**src/hw/fxr_pkg.sv**
```systemverilog
package fxr_pkg;
	localparam int CHAR_W    = 7;
	localparam int CHAR_BIAS = 64;
	// sign at bit 0, characteristic bits 1..7, fraction after
	localparam int SIGN_POS  = 0;
	localparam int CHAR_MSB  = 1;
	localparam int CHAR_LSB  = 7;
	localparam logic [CHAR_W-1:0] CHAR_MAX  = 7'h7F;
	localparam logic [CHAR_W-1:0] CHAR_MIN  = 7'h00;
	localparam logic [CHAR_W-1:0] CHAR_ZERO = 7'h00;
	localparam logic               SIGN_PLUS = 1'h0;
	localparam int RESULT_LAT = 1;
	typedef enum logic [2:0] {
		FXR_OP_ADD,
		FXR_OP_SUB,
		FXR_OP_MUL,
		FXR_OP_DIV,
		FXR_OP_LOAD,
		FXR_OP_STORE,
		FXR_OP_HALVE
	} fxr_op_e;
endpackage

```
**src/hw/fxr_range_check.sv**
```systemverilog
`timescale 1ns/1ns
// Function
// - characteristic is 7-bit excess-64, 7F=+63
// - exponent -64 encoded as all zeros
// - positive plus positive giving negative: overflow
// - negative minus positive giving positive: underflow (subtract only)
// - checks only on final result characteristic
// - detect from bit-1 carry and bit 1
// - overflow always interrupts, characteristic kept
// - underflow interrupts only when mask set
// - masked underflow replaces whole result with zero
// - true zero is zero char, fraction, plus
// - zero forcing on add and sub only, never on mul or div
// - masked significance on add/sub stores true zero
// - unmasked significance interrupts, keeps sign, characteristic
// - load, store, halve never force zero
// - zero fraction suppresses overflow and underflow
module fxr_range_check
	import fxr_pkg::*;
#(
	parameter int FRAC_W = 24
) (
	input  wire logic              clk_i,
	input  wire logic              srst_i,
	input  wire logic              final_i,
	input  wire fxr_op_e           op_i,
	input  wire logic              sign_i,
	input  wire logic [CHAR_W-1:0] char_i,
	input  wire logic              char_carry_i,
	input  wire logic [FRAC_W-1:0] frac_i,
	input  wire logic              exponent_underflow_mask_i,
	input  wire logic              significance_mask_i,
	output logic                   result_valid_o,
	output logic                   result_sign_o,
	output logic [CHAR_W-1:0]      result_char_o,
	output logic [FRAC_W-1:0]      result_frac_o,
	output logic                   ovf_req_o,
	output logic                   unf_req_o,
	output logic                   sig_req_o
);

	// a fraction needs at least one bit to test for zero
	if (FRAC_W < 1) begin : g_frac_w_bad
		$error("FRAC_W must be at least 1");
	end

	////////////////////////////////////////////////////////////////////
	logic is_addsub;
	logic is_arith;
	logic frac_zero;
	logic char_bit1;
	logic ovf_raw;
	logic unf_raw;
	logic ovf_hit;
	logic unf_hit;
	logic sig_hit;
	logic force_zero;

	assign is_addsub = (op_i == FXR_OP_ADD) || (op_i == FXR_OP_SUB);
	assign is_arith  = is_addsub || (op_i == FXR_OP_MUL) || (op_i == FXR_OP_DIV);
	assign frac_zero = (frac_i == '0);
	assign char_bit1 = char_i[CHAR_W-1];
	assign ovf_raw   = char_carry_i && !char_bit1 && op_i != FXR_OP_SUB;
	assign unf_raw   = !char_carry_i && char_bit1 && op_i == FXR_OP_SUB;
	assign ovf_hit   = final_i && is_arith && ovf_raw && !frac_zero;
	assign unf_hit   = final_i && is_arith && unf_raw && !frac_zero;
	assign sig_hit   = final_i && is_addsub && frac_zero;
	assign force_zero = (unf_hit && !exponent_underflow_mask_i)
		|| (sig_hit && !significance_mask_i);

	////////////////////////////////////////////////////////////////////
	// one-cycle registered requests
	always_ff @(posedge clk_i) begin
		if (srst_i) begin
			ovf_req_o <= 1'b0;
			unf_req_o <= 1'b0;
			sig_req_o <= 1'b0;
		end else begin
			ovf_req_o <= ovf_hit;
			unf_req_o <= unf_hit && exponent_underflow_mask_i;
			sig_req_o <= sig_hit && significance_mask_i;
		end
	end

	always_ff @(posedge clk_i) begin
		if (srst_i) begin
			result_valid_o <= 1'b0;
			result_sign_o  <= SIGN_PLUS;
			result_char_o  <= CHAR_ZERO;
			result_frac_o  <= '0;
		end else begin
			result_valid_o <= final_i;
			if (final_i) begin
				if (force_zero && is_arith) begin
					result_sign_o <= SIGN_PLUS;
					result_char_o <= CHAR_ZERO;
					result_frac_o <= '0;
				end else begin
					result_sign_o <= sign_i;
					result_char_o <= char_i;
					result_frac_o <= frac_i;
				end
			end
		end
	end
endmodule

```
**config.mk**
```make
export PLATFORM = sky130hd
export DESIGN_NAME = fxr_range_check
export DESIGN_NICKNAME = d
export VERILOG_FILES = /design/src/hw/fxr_pkg.sv /design/src/hw/fxr_range_check.sv
export SDC_FILE = /design/constraint.sdc
export NUM_CORES = 1
export LEC_CHECK = 0
export ABC_CLOCK_PERIOD_IN_PS = 1900
export BUFFER_PORTS_ARGS = -buffer_cell sky130_fd_sc_hd__clkbuf_2
export CORE_ASPECT_RATIO = 1.1
export CORE_MARGIN = 4
export CORE_UTILIZATION = 42
export DETAILED_ROUTE_END_ITERATION = 7
export GPL_TIMING_DRIVEN = 0
export MAX_ROUTING_LAYER = met4
export PLACE_DENSITY = 0.78
export SETUP_SLACK_MARGIN = 0.1
export SLEW_MARGIN = 20
export SYNTH_ARGS = -nofsm -noshare
export SYNTH_HDL_FRONTEND = slang
export SYNTH_SLANG_ARGS = --single-unit
export TNS_END_PERCENT = 50
```
**constraint.sdc**
```tcl
create_clock -name clk_i -period 1.9 [get_ports clk_i]
set_clock_uncertainty 0.05 [all_clocks]
set_input_delay 0.095 -clock clk_i [delete_from_list [all_inputs] [get_ports clk_i]]
set_output_delay 0.095 -clock clk_i [all_outputs]
set_load 0.01 [all_outputs]
```
# Yosys cells after proc, flatten, opt, wreduce, memory -nomap -nowiden
# Index checks and enable logic that the tools add are counted.
[word_totals]
output_inout_bits = 36
elab_cells = 41
reg_bits = 36
[classes]
reduce_logical = 27
eq_ne = 4
muxes = 3
[op_table]
columns = ["operator", "n"]
rows = [
  ["24-bit logical NOT", 1],
  ["24-bit two-way mux", 1],
  ["1-bit logical AND", 16],
  ["7-bit two-way mux", 1],
  ["3-bit by 2-bit equality test with 1-bit output (second input constant)", 2],
  ["1-bit logical NOT", 5],
  ["1-bit logical OR", 4],
  ["3-bit by 1-bit equality test with 1-bit output (second input constant)", 1],
  ["3-bit logical NOT", 1],
  ["3-bit by 1-bit != test with 1-bit output (second input constant)", 1],
  ["1-bit two-way mux", 1],
]

# Logic depth before layout (Yosys ltp)
# Gate-level depths: netlist of the first run.
[depth]
depth_word = 11
mapped_depth = 5
mapped_depth_nobuf = 4

# Least setup slack after synthesis of the first run
# Ideal clock, no wire load.
[synth_timing]
path_type = "input-to-reg"
start = "input port frac_i[13]"
end = "register result_char_o[0]"
slack_ps = 568
t_arrival_ps = 1149
setup_ps = 133
required_time_ps = 1717
cell_stages = 4
path_cell_list = "nor4_1 -> nand4_1 -> nor4b_4 -> o31ai_1"
[synth_between]
elab_chain_cells = 7
word_cells_on_any_way = 9
cone_classes = "mux (1); reduce/logical (8)"
[synth_rtl]
columns = ["element", "line", "rtl"]
rows = [
  ["from (decl)", "fxr_range_check.sv:30", "input wire logic [FRAC_W-1:0] frac_i,"],
  ["24-bit logical NOT *", "fxr_range_check.sv:61", "assign frac_zero = (frac_i == '0);"],
  ["1-bit logical NOT", "fxr_range_check.sv:66", "assign unf_hit = final_i && is_arith && unf_raw && !frac_zero;"],
  ["1-bit logical AND", "fxr_range_check.sv:66", ""],
  ["1-bit logical AND", "fxr_range_check.sv:68", "assign force_zero = (unf_hit && !exponent_underflow_mask_i)"],
  ["1-bit logical OR *", "fxr_range_check.sv:69", "|| (sig_hit && !significance_mask_i);"],
  ["1-bit logical AND *", "fxr_range_check.sv:94", "if (force_zero && is_arith) begin"],
  ["7-bit two-way mux *", "fxr_range_check.sv:94", ""],
  ["to (signal assigned)", "fxr_range_check.sv:100", "result_char_o <= char_i;"],
  ["to (decl)", "fxr_range_check.sv:35", "output logic [CHAR_W-1:0] result_char_o,"],
]
# Mark *: on every way between the ends. The rest lies on a longest branch, timed or not.
# A chain may end at the register's enable or synchronous reset.

# Worst setup path in the final report of the first run
[layout_timing]
start = "input port char_carry_i"
end = "register unf_req_o"
[layout_between]
elab_chain_cells = 6
[layout_rtl]
columns = ["element", "line", "rtl"]
rows = [
  ["from (decl)", "fxr_range_check.sv:29", "input wire logic char_carry_i,"],
  ["1-bit logical NOT", "fxr_range_check.sv:64", "assign unf_raw = !char_carry_i && char_bit1 && op_i == FXR_OP_SUB;"],
  ["1-bit logical AND (2 in series)", "fxr_range_check.sv:64", ""],
  ["1-bit logical AND (2 in series)", "fxr_range_check.sv:66", ""],
  ["1-bit logical AND", "fxr_range_check.sv:80", "unf_req_o <= unf_hit && exponent_underflow_mask_i;"],
  ["to (signal assigned)", "fxr_range_check.sv:80", ""],
  ["to (decl)", "fxr_range_check.sv:38", "output logic unf_req_o,"],
]
# No other way between the ends.

==> results of run 1 <==
[synth_stat cells]
master / number / share of area, %
nor4_1: 6 / 2.9
nand2_1: 17 / 4.9
and4b_1: 1 / 0.76
o21a_2: 1 / 0.67
nor2_1: 4 / 1.1
dfxtp_1: 36 / 55
o31ai_1: 8 / 4.6
nor2b_1: 2 / 0.95
nand2b_1: 3 / 1.4
a32o_1: 24 / 18
buf_6: 2 / 1.7
nand4_1: 1 / 0.48
clkbuf_1: 7 / 2.0
o21ai_2: 1 / 0.67
nor4_2: 1 / 0.95
nand4b_1: 1 / 0.67
nor4bb_1: 1 / 0.76
nor4b_4: 1 / 1.8
nor3_1: 1 / 0.38
[worst max-delay path, delay by kind of cell]
family	cells	cell delay (ns)
and+or+nand+nor	3	0.58
buffers and inverters	3	1.22
[repair_timing]
action,CTS,global route
hold buffers,35,0
endpoints found under the hold margin,34,0
gates resized for setup,0,2
setup buffers,0,0
setup endpoints to repair,0,4
[kinds of logic after synthesis]
family | count (synthesis) | synth area share [%]
buf+inv | 9 | 3.72
compound gates | 34 | 24.2
flops | 36 | 55.0
simple gates | 39 | 17.1
[cell type report]
cell class / instances / area, sq um
tap: 34 / 42.5
clock inverter: 1 / 8.76
buffer: 9 / 50.0
fill: 237 / 882
timing repair buffer: 111 / 731
sequential: 36 / 721
multi-input combinational: 73 / 542
clock buffer: 7 / 45.0
[flip-flops by register name, indices dropped and copies added, names as in the netlist]
| name | flops |
|---|---|
| ovf_req_o | 1 |
| result_char_o | 7 |
| result_frac_o | 24 |
| result_sign_o | 1 |
| result_valid_o | 1 |
| sig_req_o | 1 |
| unf_req_o | 1 |
[per-stage QoR]
| step | utilization [%] | power, mW | setup slack (ns) | hold WS (ns) |
|---|---|---|---|---|
| 6_report | 70.8 | 1.46 | 0.222 | 0.0222 |
| 3_3_place_gp | 57.4 | 1.02 | 0.133 | 0.255 |
| 2_1_floorplan | - | 0.919 | 0.568 | 0.121 |
| 5_1_grt | 70.8 | 1.53 | 0.0865 | 0.0231 |
| 3_5_place_dp | 57.4 | 1.03 | 0.123 | 0.262 |
| 4_1_cts | 70.8 | 1.47 | 0.225 | 0.00962 |
[cells in the final DEF, fill, tap and decap left out]
cell type / synthesis / final
dfxtp_1: 36 / 36
nor2b_1: 2 / 2
nor3_1: 1 / 1
nor4b_4: 1 / 1
o21a_2: 1 / 1
and4b_1: 1 / 1
nand2b_1: 3 / 3
a32o_1: 24 / 24
nor4bb_1: 1 / 1
o21ai_2: 1 / 1
nor4_2: 1 / 1
clkbuf_2: 0 / 77
clkbuf_4: 0 / 5
nand4_1: 1 / 1
clkbuf_1: 7 / 8
nor4_1: 6 / 6
clkinv_4: 0 / 1
o31ai_1: 8 / 8
nand4b_1: 1 / 1
dlygate4sd3_1: 0 / 35
nand2_1: 17 / 17
buf_6: 2 / 2
nor2_1: 4 / 4
[power by group through the flow]
stage,clock (mW),combinational [mW],sequential [mW]
after floorplan,0,0.0661,0.853
after global placement,0,0.188,0.832
after detailed placement,0,0.194,0.835
after CTS,0.400,0.249,0.817
after global routing,0.434,0.275,0.823
final,0.392,0.251,0.819
[metal layers]
metal / up-vias / part of all wire (%)
li1: 706 / -
met1: 673 / 37
met2: 63 / 54
met3: 12 / 6.3
met4: 0 / 2.5
met5: - / 0
[worst max path at each step]
stage | from | end | slack [ns] | depth (start not counted)
floorplan | frac_i[13] | result_char_o[0] | 0.57 | 4
global placement | frac_i[0] | result_char_o[1] | 0.13 | 5
detailed placement | frac_i[0] | result_char_o[4] | 0.12 | 5
CTS | char_carry_i | unf_req_o | 0.22 | 6
global route | char_carry_i | unf_req_o | 0.09 | 6
finish | char_carry_i | unf_req_o | 0.22 | 6
==> results.ini, run 1 <==
[run_status]
status=finished clean

[final_layout]
drive_gt1_share_pct=37.6
layout.cells.non_filler=271
final_area_sq_um=2140
syn2layout_area_growth_pct=63.2
final_nets=277
antenna_cells=0

[global_route]
grt_max_degree=12
track_usage_pct=22.4
use_met3_pct=4.46
grt_pass1_vias=1529
met1_usage_pct=23.1
grt_overflow=0
grt_pass1_wl_um=6600
antenna_found_initial=0
grt_util_met2_pct=39.2
gr-max-usage-layer=met2

[placed_design]
portBuffers=76
place_hpwl_um=2820
dpl_cell_area_sq_um=1730
place_inst=228
gp_routability_congestion=0.789

[yosys]
yosysWarnings=0
synth_fp_nets=159
ys_types=19
syn_inst=118
synth_area_sq_um=1310
ys_ff_latch=36
yosysSeqAreaShare_pct=55.0
syn_avg_cell_area_sq_um=11.1

[drt]
totalWireLength_um=4160
drt_iter0_markers=77
drc=0
postRouteAntennaNets=0
via_per_inst=5.37
num_vias=1454
drt_pre_antenna_iters=4
wl_per_cell_um=15.4

[critical_path]
r2r_start=result_frac_o[8]
cp_slowest_stage_delay_ns=0.58
crit_arrival_ns=1.89
worst_setup_path_end_kind=flop
path_max_fanout=2
slowest_stage=dlygate4sd3_1
path_class=in2reg
start_kind=input port
crit_required_ns=2.11
r2r_cells=1
r2r_end=result_frac_o[8]
cp_cell_sequence=dlygate4sd3_1 > clkbuf_2 > nand2b_1 > nor3_1 > nor4bb_1 > dlygate4sd3_1
crit_top_cell=dlygate4sd3_1
rrSetupSlack_ns=1.18

[sta]
min_period_over_period_pct=88.3
worst_pin_slew_ns=0.461
relSlewSlack_pct=69.2
setup_viol=0
setup_tns_ns=0
max_freq_mhz=596
drv_slew=0
finalHoldViolations=0
period_needed_ns=1.68
rsz0062_at_grt=true

[power]
max-vdd-ir-drop_mv=0.556
seqPwrFrac_pct=56.0
comb_power_share_pct=17.2
p_int_mw=1.08
power.density_nw_per_um2=684
p_clk_share_pct=26.8
p_switching_mw=0.378
leakage_nw=0.957
switching_share_pct=25.8

[floorplanning]
ios=77
fp.dieW_um=61.3
fp.dieH_um=66.6
initial_utilization_pct=43.4
core_sq_um=3020
num_rows=21
die-area_sq_um=4080

[cts]
htree_levels=2
cts_tree=built
cts_made_buffers=5
clk-insertion-delay-late_ns=0.33
clkTransAtPathRegs_ns=0.09
cts_buffer_depth=2
cts_sinks=36
cts_root_buffer=clkbuf_4

[job]
maxCapViolCount=0

[min_path]
holdPathStages=2
hold_class=in2reg
worstHoldStart=significance_mask_i
min_to=sig_req_o

Power figures use the tool's default switching activity.
==> run 2: changes to the inputs <==
--- a/config.mk
+++ b/config.mk
@@ -5,7 +5,7 @@
 export SDC_FILE = /design/constraint.sdc
 export NUM_CORES = 1
 export LEC_CHECK = 0
-export ABC_CLOCK_PERIOD_IN_PS = 1900
+export ABC_CLOCK_PERIOD_IN_PS = 1650
 export BUFFER_PORTS_ARGS = -buffer_cell sky130_fd_sc_hd__clkbuf_2
 export CORE_ASPECT_RATIO = 1.1
 export CORE_MARGIN = 4
==> constraint.sdc (replaced) <==
create_clock -name clk_i -period 1.65 [get_ports clk_i]
set_clock_uncertainty 0.05 [all_clocks]
set_input_delay 0.0825 -clock clk_i [delete_from_list [all_inputs] [get_ports clk_i]]
set_output_delay 0.0825 -clock clk_i [all_outputs]
set_load 0.01 [all_outputs]
==> results.ini, run 2 (same netlist as run 1, synthesis figures left out) <==
[sta]
drv_slew=0
rsz0062_at_grt=false
relSlewSlack_pct=68.9
min_period_over_period_pct=86.2
finalHoldViolations=0
worst_pin_slew_ns=0.465
timing.final.ws_setup_ns=0.228
period_needed_ns=1.42
setup_viol=0
max_freq_mhz=703

[min_path]
hold_class=in2reg
worstHoldStart=op_i[2]
min_to=ovf_req_o
holdPathStages=4

[drt]
drt_iter0_markers=89
totalWireLength_um=4430
postRouteAntennaNets=0
drt_pre_antenna_iters=4
num_vias=1493
via_per_inst=5.39
drc=0
wl_per_cell_um=16.0

[global_route]
grt_max_degree=12
grt_pass1_vias=1527
grt_pass1_wl_um=6580
grt_overflow=0
track_usage_pct=22.3
antenna_found_initial=0

[critical_path]
r2r_end=result_frac_o[18]
cp_slowest_stage_delay_ns=0.55
cp_cell_sequence=clkbuf_2 > nor4_1 > nand4_1 > nor4b_4 > o31ai_1
slowest_stage=nor4b_4
cp_top_family=simple AND/OR/NAND/NOR gates
crit_required_ns=1.81
r2r_start=result_frac_o[18]
path_max_fanout=8
path_class=in2reg
crit_arrival_ns=1.58
r2r_cells=1
worst_setup_path_end_kind=flop
path_buf_inv=1
rrSetupSlack_ns=0.92
start_kind=input port

[floorplanning]
num_rows=21
fp.dieW_um=61.3
fp.dieH_um=66.6
ios=77
die-area_sq_um=4080
core_sq_um=3020
initial_utilization_pct=43.4

[cts]
cts_sinks=36
cts_buffer_depth=2
clkTransAtPathRegs_ns=0.10
cts_made_buffers=5
clk-insertion-delay-late_ns=0.33
cts_tree=built
htree_levels=2
cts_root_buffer=clkbuf_4

[power]
leakage_nw=1.04
power.density_nw_per_um2=762
finalPower_mw=1.71
max-vdd-ir-drop_mv=0.659

[run_status]
status=finished clean

[placed_design]
gp_routability_congestion=0.789
place_hpwl_um=2820
dpl_cell_area_sq_um=1730
post-place-ws_ns=-0.114
portBuffers=76

[final_layout]
top_regs=result_frac_o (24), result_char_o (7)
regMostFlops=result_frac_o
layout_common_cells=74 x clkbuf_2, 36 x dfxtp_1, 34 x dlygate4sd3_1, 20 x a32o_1, 17 x nand2_1
antenna_cells=0
syn2layout_area_growth_pct=70.6
largest_reg_flops=24
final_nets=283
final_common_cell=clkbuf_2
final_area_sq_um=2240
drive_gt1_share_pct=40.3

[job]
maxCapViolCount=0

-- run 2: cell count changes in the layout (fill, tap and decap cells not counted), sizes merged --
cell          delta
buf              +7
clkbuf           -2
dlymetal6s4s     +2
dlygate4sd3      -1
-- run 2: what timing repair did --
| action | in CTS | in global routing |
|---|---|---|
| setup endpoints to repair | 0 | 20 |
| hold buffers | 36 | 0 |
| resized for setup | 0 | 18 |
| endpoints found under the hold margin | 35 | 0 |
| setup buffers | 0 | 3 |
-- run 2: per-stage QoR --
step / hold WS [ns] / cells / utilization (%) / setup TNS, ns
after floorplan: 0.108 / 118 / - / 0
after global placement: 0.243 / 228 / 57.4 / -2.20
after detailed placement: 0.250 / 228 / 57.4 / -1.78
after CTS: 0.0149 / 272 / 71.1 / 0
after global routing: 0.0250 / 277 / 74.0 / 0
final: 0.0237 / 277 / 74.0 / 0
-- run 2: area by class of cell --
type | count | area, sq um
clock inverters | 1 | 8.76
plain buffers | 9 | 48.8
multi-input cells | 73 | 571
fillers | 221 | 785
well taps | 34 | 42.5
flip-flops and latches | 36 | 721
clock buffers | 7 | 45.0
repair buffers | 117 | 801
-- run 2: power breakdown --
group	switching, mW	internal, mW	leakage [nW]
Clock	0.284	0.171	0.0295
Sequential	0.0267	0.917	0.297
Combinational	0.135	0.171	0.710
Total	0.446	1.26	1.04
-- run 2: routing by layer --
metal | vias up | GRT usage (%) | part of all wire [%]
met5 | - | - | 0
met4 | 0 | 11.4 | 2.8
met3 | 14 | 4.46 | 6.8
met2 | 69 | 39.0 | 53
met1 | 690 | 22.9 | 37
li1 | 720 | - | -
-- run 2: worst min-delay path: stages --
cell and delay (ns):
clkbuf_2 0.09, nor2b_1 0.05, nand4b_1 0.09, nor2_1 0.04
-- run 2: worst max path at each step --
stage	startpoint	end	cells after the start
6_report	frac_i[13]	result_char_o[4]	5
5_1_grt	frac_i[0]	result_char_o[4]	5
4_1_cts	char_carry_i	result_frac_o[16]	7
3_5_place_dp	frac_i[0]	result_char_o[4]	5
3_3_place_gp	frac_i[0]	result_char_o[1]	5
2_1_floorplan	frac_i[13]	result_char_o[0]	4
